`config.mk`:
```
export PLATFORM = sky130hd
export DESIGN_NAME = rtc_clock_trim_and_divider
export DESIGN_NICKNAME = d
export VERILOG_FILES = /design/src/rtc_trim_pkg.sv /design/src/backup_bank.sv /design/src/rtc_clock_trim_and_divider.sv
export VERILOG_INCLUDE_DIRS = /design/src
export SDC_FILE = /design/constraint.sdc
export NUM_CORES = 1
export LEC_CHECK = 0
export BUFFER_PORTS_ARGS = -buffer_cell sky130_fd_sc_hd__buf_4
export CAP_MARGIN = 10
export CORE_ASPECT_RATIO = 1.5
export CORE_MARGIN = 1
export CORE_UTILIZATION = 60
export CTS_CLUSTER_DIAMETER = 150
export DETAILED_ROUTE_END_ITERATION = 12
export HOLD_SLACK_MARGIN = 0.15
export PLACE_DENSITY = 0.78
export SYNTH_ARGS = -nofsm -noshare
export SYNTH_HDL_FRONTEND = slang
export SYNTH_HIERARCHICAL = 1
export SYNTH_SLANG_ARGS = --single-unit
```
`constraint.sdc`:
```
create_clock -name core_clk -period 6.8 [get_ports core_clk]
set_clock_uncertainty 0.1 [all_clocks]
set_input_delay 0 -clock core_clk [delete_from_list [all_inputs] [get_ports core_clk]]
set_output_delay 0 -clock core_clk [all_outputs]
set_load 0.01 [all_outputs]
```
`src/rtc_trim_map.svh`:
```
`ifndef RTC_TRIM_MAP_SVH
`define RTC_TRIM_MAP_SVH

// ****************************************
// Register offsets
// ****************************************
`define OFF_TRIM_LO    4'h0
`define OFF_TRIM_HI    4'h1
`define OFF_TRIM_EN    4'h2
`define OFF_DIV_RATIO  4'h3
`define OFF_DIV_CTRL   4'h4
`define OFF_TRIM_PRD   4'h5
`define OFF_PULSE_SEL  4'h6
`define OFF_XFER_CTRL  4'h7
`define OFF_XFER_STAT  4'h8
`define NUM_BUF_REGS   7

// ****************************************
// Writable field masks and reset value
// ****************************************
`define MSK_TRIM_LO    8'hFF
`define MSK_TRIM_HI    8'h03
`define MSK_TRIM_EN    8'h01
`define MSK_DIV_RATIO  8'h0F
`define MSK_DIV_CTRL   8'h01
`define MSK_TRIM_PRD   8'h3F
`define MSK_PULSE_SEL  8'h01
`define BUF_RST        8'h00

// ****************************************
// Field positions
// ****************************************
`define BIT_TRIM_EN    0
`define BIT_DIV_EN     0
`define BIT_DIV_RUN    1
`define BIT_PULSE_SEL  0
`define BIT_SAVE       0
`define BIT_RECALL     1
`define BIT_PEND       0
`define TRIM_W         10
`define PRD_W          6
`define RATIO_W        4

// ****************************************
// Timing counts
// ****************************************
`define XFER_CYCLES    8
`define SUB_PER_SEC    32768

`endif

```
`src/rtc_trim_pkg.sv`:
```
package rtc_trim_pkg;

    typedef logic [3:0] reg_addr_t;
    typedef logic [7:0] reg_byte_t;

    typedef enum logic [2:0] {
        XF_IDLE   = 3'b001,
        XF_SAVE   = 3'b010,
        XF_RECALL = 3'b100
    } xfer_state_t;

endpackage

```
`src/backup_bank.sv`:
```
`timescale 1ns/1ns
`default_nettype none

// ****************************************
// Battery-side copy of the setting bytes
// ****************************************
module backup_bank #(
    parameter int unsigned NREG = 7
) (
    input  wire logic                core_clk,
    input  wire logic                vbat_rstn,
    input  wire logic                save_en,
    input  wire logic [NREG*8-1:0]   data_in,
    output logic      [NREG*8-1:0]   data_out
);

    logic [NREG*8-1:0] store_q;

    // Only the battery reset clears this copy
    always_ff @(posedge core_clk or negedge vbat_rstn) begin
        if (!vbat_rstn) begin
            store_q <= '0;
        end else if (save_en) begin
            store_q <= data_in;
        end
    end

    assign data_out = store_q;

endmodule

`default_nettype wire

```
`src/rtc_clock_trim_and_divider.sv`:
```
// Contract
// - Trim count is ten bits: low byte plus two bits of the high byte.
// - With trimming on, drop trim-count sub pulses per period; pass the rest.
// - Period 19 and trim 8 drop 8 pulses every 20 seconds.
// - Six-bit period field gives a period of setting plus one seconds.
// - Trim enable bit 0 off passes every sub clock pulse.
// - Reserved bits of every register read as zero.
// - Ratio code n divides by two to the n; zero means undivided.
// - Running flag bit 1 is 0 with pin low when stopped, 1 running.
// - Divider enable bit 0 stops the divider when clear, starts when set.
// - Pulse select 0 drives the carry pulse, 1 drives it halved.
// - Pulse pin carries a half-second or one-second signal.
// - The rstn reset clears the shadow buffers but keeps the battery copies.
// - Deep standby gives no divided clock on the divided pin.
// - Deep standby gives no signal on the pulse pin.
// - Period counter underflow reloads the saved period and keeps counting.
// - Dropped pulses stretch the carry interval by their time.
`timescale 1ns/1ns
`default_nettype none
`include "rtc_trim_map.svh"

module rtc_clock_trim_and_divider #(
    parameter int unsigned SUB_PER_SEC = `SUB_PER_SEC
) (
    input  wire logic                    core_clk,
    input  wire logic                    rstn,
    input  wire logic                    vbat_rstn,
    input  wire logic                    sub_clk_in,
    input  wire logic                    half_second_carry_pulse,
    input  wire logic                    deep_standby,
    input  wire rtc_trim_pkg::reg_addr_t reg_addr,
    input  wire rtc_trim_pkg::reg_byte_t reg_wdata,
    input  wire logic                    reg_wr,
    input  wire logic                    reg_rd,
    output rtc_trim_pkg::reg_byte_t      reg_rdata,
    output logic                         trimmed_rtc_clock,
    output logic                         divided_output_pin,
    output logic                         pulse_pin
);
    import rtc_trim_pkg::*;

    localparam int NREG = `NUM_BUF_REGS;
    localparam int SW   = $clog2(SUB_PER_SEC);
    localparam int DW   = 15;

    // ****************************************
    // Helpers
    // ****************************************
    function automatic logic [7:0] field_mask(input logic [3:0] a);
        case (a)
            `OFF_TRIM_LO:   field_mask = `MSK_TRIM_LO;
            `OFF_TRIM_HI:   field_mask = `MSK_TRIM_HI;
            `OFF_TRIM_EN:   field_mask = `MSK_TRIM_EN;
            `OFF_DIV_RATIO: field_mask = `MSK_DIV_RATIO;
            `OFF_DIV_CTRL:  field_mask = `MSK_DIV_CTRL;
            `OFF_TRIM_PRD:  field_mask = `MSK_TRIM_PRD;
            `OFF_PULSE_SEL: field_mask = `MSK_PULSE_SEL;
            default:        field_mask = 8'h00;
        endcase
    endfunction

    function automatic logic div_tap(input logic [DW-1:0] cnt,
                                     input logic [3:0] ratio,
                                     input logic sub);
        if (ratio == 4'h0) begin
            div_tap = sub;
        end else begin
            div_tap = cnt[4'(ratio - 4'h1)];
        end
    endfunction

    // ****************************************
    // Shadow buffers and transfer control
    // ****************************************
    logic [NREG-1:0][7:0] buf_q;
    logic [NREG*8-1:0]    bat_flat;
    xfer_state_t          xf_q;
    logic [2:0]           xf_cnt_q;
    logic                 xf_pend;
    logic                 xf_done;
    logic                 wr_buf;
    logic                 wr_xfer;

    assign wr_buf  = reg_wr && (reg_addr < 4'(NREG));
    assign wr_xfer = reg_wr && (reg_addr == `OFF_XFER_CTRL);
    assign xf_pend = (xf_q != XF_IDLE);
    assign xf_done = xf_pend && (xf_cnt_q == 3'h0);

    // Only rstn clears these buffers; the battery copy is kept and recall refills them
    always_ff @(posedge core_clk or negedge rstn) begin
        if (!rstn) begin
            buf_q <= {NREG{`BUF_RST}};
        end else if ((xf_q == XF_RECALL) && xf_done) begin
            buf_q <= bat_flat;
        end else if (wr_buf) begin
            buf_q[reg_addr[2:0]] <= reg_wdata & field_mask(reg_addr);
        end
    end

    // Save or recall takes a fixed number of cycles; requests while busy are ignored
    always_ff @(posedge core_clk or negedge rstn) begin
        if (!rstn) begin
            xf_q     <= XF_IDLE;
            xf_cnt_q <= 3'h0;
        end else begin
            case (xf_q)
                XF_IDLE: begin
                    if (wr_xfer && reg_wdata[`BIT_SAVE]) begin
                        xf_q     <= XF_SAVE;
                        xf_cnt_q <= 3'(`XFER_CYCLES - 1);
                    end else if (wr_xfer && reg_wdata[`BIT_RECALL]) begin
                        xf_q     <= XF_RECALL;
                        xf_cnt_q <= 3'(`XFER_CYCLES - 1);
                    end
                end
                XF_SAVE, XF_RECALL: begin
                    if (xf_done) begin
                        xf_q <= XF_IDLE;
                    end else begin
                        xf_cnt_q <= xf_cnt_q - 3'h1;
                    end
                end
                default: begin
                    xf_q <= XF_IDLE;
                end
            endcase
        end
    end

    backup_bank #(
        .NREG (NREG)
    ) u_bank (
        .core_clk  (core_clk),
        .vbat_rstn (vbat_rstn),
        .save_en   ((xf_q == XF_SAVE) && xf_done),
        .data_in   (buf_q),
        .data_out  (bat_flat)
    );

    // Battery-side settings that steer the logic
    logic [7:0]         trim_lo_b;
    logic [7:0]         trim_hi_b;
    logic               trim_en_b;
    logic [3:0]         ratio_b;
    logic               div_en_b;
    logic [`PRD_W-1:0]  prd_b;
    logic               sel_b;
    logic [`TRIM_W-1:0] trim_count_value;

    assign trim_lo_b = bat_flat[8*`OFF_TRIM_LO +: 8];
    assign trim_hi_b = bat_flat[8*`OFF_TRIM_HI +: 8];
    assign trim_en_b = bat_flat[8*`OFF_TRIM_EN + `BIT_TRIM_EN];
    assign ratio_b   = bat_flat[8*`OFF_DIV_RATIO +: `RATIO_W];
    assign div_en_b  = bat_flat[8*`OFF_DIV_CTRL + `BIT_DIV_EN];
    assign prd_b     = bat_flat[8*`OFF_TRIM_PRD +: `PRD_W];
    assign sel_b     = bat_flat[8*`OFF_PULSE_SEL + `BIT_PULSE_SEL];
    assign trim_count_value = {trim_hi_b[1:0], trim_lo_b};

    // ****************************************
    // Frequency trim
    // ****************************************
    logic               sub_prev_q;
    logic               sub_rise;
    logic [SW-1:0]      sec_cnt_q;
    logic               sec_tick;
    logic [`PRD_W-1:0]  prd_cnt_q;
    logic               prd_start;
    logic [`TRIM_W-1:0] mask_left_q;
    logic               suppress;
    logic               hold_q;
    logic               trimmed_q;

    assign sub_rise  = sub_clk_in && !sub_prev_q;
    assign sec_tick  = sub_rise && (sec_cnt_q == SW'(SUB_PER_SEC - 1));
    assign prd_start = sec_tick && trim_en_b && (prd_cnt_q == '0);
    assign suppress  = trim_en_b && (mask_left_q != '0);

    // Seconds are counted on every raw sub clock pulse
    always_ff @(posedge core_clk or negedge vbat_rstn) begin
        if (!vbat_rstn) begin
            sub_prev_q <= 1'b0;
            sec_cnt_q  <= '0;
        end else begin
            sub_prev_q <= sub_clk_in;
            if (sec_tick) begin
                sec_cnt_q <= '0;
            end else if (sub_rise) begin
                sec_cnt_q <= sec_cnt_q + SW'(1);
            end
        end
    end

    // Period runs from setting down to zero, one step per second
    always_ff @(posedge core_clk or negedge vbat_rstn) begin
        if (!vbat_rstn) begin
            prd_cnt_q <= '0;
        end else if (prd_start) begin
            prd_cnt_q <= prd_b;
        end else if (sec_tick && trim_en_b) begin
            prd_cnt_q <= prd_cnt_q - `PRD_W'(1);
        end
    end

    // The first pulses of each period are swallowed
    always_ff @(posedge core_clk or negedge vbat_rstn) begin
        if (!vbat_rstn) begin
            mask_left_q <= '0;
        end else if (!trim_en_b) begin
            mask_left_q <= '0;
        end else if (prd_start) begin
            mask_left_q <= trim_count_value;
        end else if (sub_rise && suppress) begin
            mask_left_q <= mask_left_q - `TRIM_W'(1);
        end
    end

    // A swallowed pulse stays low for its whole high phase
    always_ff @(posedge core_clk or negedge vbat_rstn) begin
        if (!vbat_rstn) begin
            hold_q    <= 1'b0;
            trimmed_q <= 1'b0;
        end else begin
            if (sub_rise) begin
                hold_q <= suppress;
            end
            trimmed_q <= sub_clk_in && !(sub_rise ? suppress : hold_q);
        end
    end

    // Downstream counter sees fewer edges, so its carry stretches
    assign trimmed_rtc_clock = trimmed_q;

    // ****************************************
    // Divided output
    // ****************************************
    logic [DW-1:0] div_cnt_q;
    logic          run_q;
    logic          div_level;
    logic          divided_q;

    // Ratio is read live; it is only changed while stopped
    assign div_level = div_tap(div_cnt_q, ratio_b, sub_clk_in);

    always_ff @(posedge core_clk or negedge vbat_rstn) begin
        if (!vbat_rstn) begin
            run_q     <= 1'b0;
            div_cnt_q <= '0;
        end else if (!run_q) begin
            div_cnt_q <= '0;
            run_q     <= div_en_b;
        end else if (!div_en_b && !div_level) begin
            run_q <= 1'b0;
        end else if (sub_rise) begin
            div_cnt_q <= div_cnt_q + DW'(1);
        end
    end

    always_ff @(posedge core_clk or negedge vbat_rstn) begin
        if (!vbat_rstn) begin
            divided_q <= 1'b0;
        end else begin
            divided_q <= run_q && !deep_standby && div_level;
        end
    end

    assign divided_output_pin = divided_q;

    // ****************************************
    // Pulse output
    // ****************************************
    logic carry_prev_q;
    logic half_q;
    logic pulse_q;

    always_ff @(posedge core_clk or negedge vbat_rstn) begin
        if (!vbat_rstn) begin
            carry_prev_q <= 1'b0;
            half_q       <= 1'b0;
        end else begin
            carry_prev_q <= half_second_carry_pulse;
            if (half_second_carry_pulse && !carry_prev_q) begin
                half_q <= !half_q;
            end
        end
    end

    always_ff @(posedge core_clk or negedge vbat_rstn) begin
        if (!vbat_rstn) begin
            pulse_q <= 1'b0;
        end else begin
            pulse_q <= !deep_standby &&
                       (sel_b ? half_q : half_second_carry_pulse);
        end
    end

    assign pulse_pin = pulse_q;

    // ****************************************
    // Register read port
    // ****************************************
    logic [7:0] rdata_q;

    always_ff @(posedge core_clk or negedge rstn) begin
        if (!rstn) begin
            rdata_q <= 8'h00;
        end else if (!reg_rd) begin
            rdata_q <= 8'h00;
        end else begin
            case (reg_addr)
                `OFF_TRIM_LO, `OFF_TRIM_HI, `OFF_TRIM_EN, `OFF_DIV_RATIO,
                `OFF_TRIM_PRD, `OFF_PULSE_SEL: begin
                    rdata_q <= buf_q[reg_addr[2:0]] & field_mask(reg_addr);
                end
                `OFF_DIV_CTRL: begin
                    rdata_q <= {6'h00, run_q,
                                buf_q[`OFF_DIV_CTRL][`BIT_DIV_EN]};
                end
                `OFF_XFER_CTRL: begin
                    rdata_q <= {6'h00, xf_q == XF_RECALL, xf_q == XF_SAVE};
                end
                `OFF_XFER_STAT: begin
                    rdata_q <= {7'h00, xf_pend};
                end
                default: begin
                    rdata_q <= 8'h00;
                end
            endcase
        end
    end

    assign reg_rdata = rdata_q;
endmodule

`default_nettype wire

```
==> Yosys cells after proc, flatten, opt, wreduce, memory -nomap -nowiden <==
Index checks and enable logic that the tools add are counted.
{ "word_totals": {"regBits": 180, "input_bits": 20, "out_inout_bits": 11} }
{ "op_classes": {"n_addsub": 6, "n_lt_le_gt_ge": 4, "n_eq_ne": 19, "n_mux": 39, "n_bitwise": 2, "reduce_logical": 42} }
{ "op_table": {"columns": ["cell", "count"], "rows": [
  ["two-way mux 56 bit", 2],
  ["two-way mux 15 bit", 5],
  ["bitwise mux 56 bit", 1],
  ["two-way mux 8 bit", 7],
  ["case mux 8 bit (5 select lines)", 1],
  ["case mux 8 bit (4 select lines)", 1],
  ["adder 15 x 1 -> 15 bit (second input constant)", 2],
  ["two-way mux 10 bit", 3],
  ["binary-select mux 8 bit (select 3 bit)", 1],
  ["demux 8 bit (select 3 bit)", 1],
  ["logical AND 1 bit", 20],
  ["two-way mux 3 bit", 6],
  ["AND 8 bit", 2],
  ["equality test 4 x 3 -> 1 bit (second input constant)", 4],
  ["equality test 15 bit (second input constant)", 1],
  ["two-way mux 6 bit", 2],
  ["case mux 3 bit (2 select lines)", 2],
  ["nonzero test 10 bit", 1],
  ["subtractor 10 x 1 -> 10 bit (second input constant)", 1],
  ["equality test 4 x 2 -> 1 bit (second input constant)", 2],
  ["logical NOT 4 bit", 2],
  ["inequality test 2 bit (second input constant)", 4],
  ["nonzero test 2 bit", 4],
  ["logical NOT 1 bit", 7],
  ["other kinds (23)", 30]
]} }

==> Depth between registers and ports, before layout <==
{ "logic_depth": {"ltp_word": 9, "ltp_mapped": 9, "mapped_depth_nobuf": 8} }

==> By module <==
Netlist, hierarchy kept.
{ "modules_own_cells": {"columns": ["module", "instances", "cells_per_inst", "area_per_inst_um2", "seq_area_each_um2"], "rows": [
  ["rtc_clock_trim_and_divider", 1, 613, 6269.8, 3104.2],
  ["backup_bank", 1, 118, 2243.4, 1401.3]
]} }

==> Worst setup path before layout <==
No wires, ideal clock.
{ "synth_timing": {"path_kind": "register to register", "start": "reg u_bank.store_q[24], in the netlist u_bank/data_out[24]", "end": "reg div_cnt_q[7]", "arrival_time_ns": 2.406, "required_ns": 6.622, "slack_ns": 4.216, "path_stages_with_launch": 9, "path_buffers": 0, "period_less_slack_ns": 2.584, "cell_sequence": "dfrtp_1 > inv_1 > ha_1 > mux4_1 > mux2i_1 > nor2b_1 > o311a_2 > a21bo_2 > a21oi_1"} }
{ "synth_via": {"elab_chain_cells": 8} }
{ "synth_lines": {"columns": ["element", "line_no", "text"], "rows": [
  ["from (decl)", "backup_bank.sv:17", "logic [NREG*8-1:0] store_q;"],
  ["from (signal assigned)", "backup_bank.sv:24", "store_q <= data_in;"],
  ["subtractor 4 x 1 -> 4 bit", "rtc_clock_trim_and_divider.sv:68", "div_tap = cnt[4'(ratio - 4'h1)];"],
  ["binary-select mux 1 bit (select 4 bit)", "rtc_clock_trim_and_divider.sv:68", null],
  ["two-way mux 1 bit (implied by the code)", "rtc_clock_trim_and_divider.sv:68", null],
  ["two-way mux 1 bit *", "rtc_clock_trim_and_divider.sv:65", "if (ratio == 4'h0) begin"],
  ["logical NOT 1 bit *", "rtc_clock_trim_and_divider.sv:251", "end else if (!div_en_b && !div_level) begin"],
  ["logical AND 1 bit *", "rtc_clock_trim_and_divider.sv:251", null],
  ["inequality test 2 bit (no source line) *", null, null],
  ["AND reduction 2 bit (no source line) *", null, null],
  ["to (signal assigned)", "rtc_clock_trim_and_divider.sv:254", "div_cnt_q <= div_cnt_q + DW'(1);"],
  ["to (decl)", "rtc_clock_trim_and_divider.sv:236", "logic [DW-1:0] div_cnt_q;"]
]} }
Mark *: on every way between the ends. The rest lies on a longest branch, timed or not. The select of a mux whose other input is x is not followed.
A chain may end at the register's enable or synchronous reset.

==> Final worst setup path <==
{ "layout_timing": {"start": "reg u_bank.store_q[24], in the netlist u_bank/data_out[24]", "end": "reg div_cnt_q[11]"} }
The elaborated chain is that of the path after synthesis.

==> out/qor.yml <==
synth:
  syn_area_per_cell_um2: 11.0
  syn_area_um2: 7270
  ys_warn_count: 6
  syn_inst: 662
  syn_nets: 690
timing:
  post-route-period-util_pct: 46.5
  slew_headroom_pct: 25.9
  fmax_mhz: 316
  tns_ps: 0
  tightest_slew_ps: 1100
  hold_viol: 0
  rsz0062_at_grt: "no"
  drv_slew: 0
  fin_crit_ps: 3160
  setup_viol_count_final: 0
clock_network:
  clk_latency_ps: 420
  cts_buffers: 17
  clkTransAtPathRegs_ps: 60
  cts_setup_buffers: 0
  ctsHtreeMaxLevel: 4
  cts_hold_buf: 31
  root_buffer: "clkbuf_16"
  clock_sinks: 146
  cts_tree: "yes"
  clk_path_buf_depth: 2
  cts.repair.resized: 0
drt:
  wl_per_cell_um: 19.0
  totalWireLength_um: 16600
  viasPerCell: 6.12
  vias: 5352
  drtAntennaViolNets: 0
  firstDrtPassIters: 4
  dr.first_iter.drc_count: 301
  drc: 0
finish:
  diodes: 0
  final_nets: 739
  final_cell_mix: "dfrtp_1, nand2_1, nor2_1"
  final_core_util_pct: 72.2
  num-fill-cells: 819
  regArea_um2: 3650
  multi_input_area_um2: 3360
  layout_commonest_cell: "dfrtp_1"
  drive_gt1_share_pct: 18.4
  areaGrowthSynthToFinish_pct: 15.7
placement:
  io_buffers: 30
  globalplace.congestion: 0.902
  hpwl_um: 10700
setup_path:
  startpoint: "u_bank/data_out[24]$_DFFE_PN0P_"
  crit_cells: 8
  crit_buf_inv: 1
  rr_endpoint: "div_cnt_q[11]$_DFFE_PN0P_"
  end_kind: "register"
  cp-endpoint: "div_cnt_q[11]$_DFFE_PN0P_"
  cpLargestDelayFamily: "compound AO/OA/AOI/OAI gates"
  cp.required_ps: 7040
  path_cells: "inv_1, ha_1, mux4_1, mux2i_1, nor2b_1, o31ai_2, o21ai_0, a21oi_1"
  cp-start-kind: "register"
  critical_path.max_stage_delay_ps: 680
  reg2reg_slack_ps: 3640
  r2r_cells: 8
  critPathKind: "reg2reg"
  crit_arrival_ps: 3400
  critPathMaxFanout: 13
  r2r_start: "u_bank/data_out[24]$_DFFE_PN0P_"
  slowest_stage: "o31ai_2"
die:
  start_util_pct: 62.4
  dieHeight_um: 137
  dieArea_um2: 12600
  die-width_um: 91.9
  row_count: 48
  ioPinCount: 31
  core_area_um2: 11700
power:
  power_mw: 1.99
  irDropWorstVdd_uv: 177
  power_density_nw_per_um2: 237
  power_leakage_nw: 3.76
grt:
  grt_pass1_vias: 5414
  antenna_found_initial: 0
  grt.overflow.total: 0
  grt_pass1_wl_um: 27700
  track_usage_pct: 28.9
  grt_max_degree: 55
worst_hold_path:
  hold_class: "in2reg"
outcome:
  status: "completed"
flow_run:
  drv_cap: 0
## worst register-to-register path, cell delays in order, from the launching register on
cell,delay (ps)
dfrtp_1,490
inv_1,140
ha_1,440
mux4_1,600
mux2i_1,150
nor2b_1,120
o31ai_2,680
o21ai_0,210
a21oi_1,170
## metal layers
layer | share of wire, % | up-vias | GRT usage, %
li1 | - | 2475 | -
met1 | 40 | 2687 | 34.5
met5 | 0 | - | 0
met4 | 2.5 | 0 | 10.3
met3 | 3.7 | 35 | 5.28
met2 | 54 | 155 | 52.0
## worst min-delay path by stage
stage | from | endpoint | slack, ps | cells past startpoint
after floorplan | rstn | buf_q[0]$_DFFE_PN0P_ | -400 | 0
after detailed placement | vbat_rstn | div_cnt_q[10]$_DFFE_PN0P_ | -100 | 1
after global placement | vbat_rstn | div_cnt_q[12]$_DFFE_PN0P_ | -100 | 1
final | deep_standby | pulse_pin$_DFF_PN0_ | 180 | 3
after CTS | deep_standby | pulse_pin$_DFF_PN0_ | 180 | 3
after global routing | deep_standby | divided_output_pin$_DFF_PN0_ | 200 | 3
## cell type report
class	count	share of cell area (%)
Sequential cell	146	43.5
Clock inverter	13	1.23
Tap cell	150	2.23
Inverter	19	0.848
Timing Repair Buffer	64	6.96
Clock buffer	19	5.27
Multi-Input combinational cell	463	40.0
## through the flow
step           instance area [µm²]  instances  hold WS, ps  worst slack [ps]
6_report                      8410        874          182              3640
5_1_grt                       8410        874          198              3410
4_1_cts                       8410        874          179              3640
3_5_place_dp                  7530        811        -95.6              3660
3_3_place_gp                  7530        811         -101              3860
2_1_floorplan                 7270        662         -396              4220
## state kept, by name (all words and copies together), names as in the netlist
| name | cells |
|---|---|
| half_q | 1 |
| div_cnt_q | 15 |
| buf_q | 39 |
| u_bank/data_out | 39 |
| sub_prev_q | 1 |
| xf_q | 3 |
| reg_rdata | 8 |
| divided_output_pin | 1 |
| pulse_pin | 1 |
| sec_cnt_q | 15 |
| xf_cnt_q | 3 |
| mask_left_q | 10 |
| trimmed_rtc_clock | 1 |
| carry_prev_q | 1 |
| hold_q | 1 |
| run_q | 1 |
| prd_cnt_q | 6 |
## report_power, final
part           switching [mW]  internal, mW
sequential             0.0503         0.921
clock                   0.382         0.481
combinational          0.0832        0.0745
total                   0.515          1.48
Power figures use the tool's default switching activity.
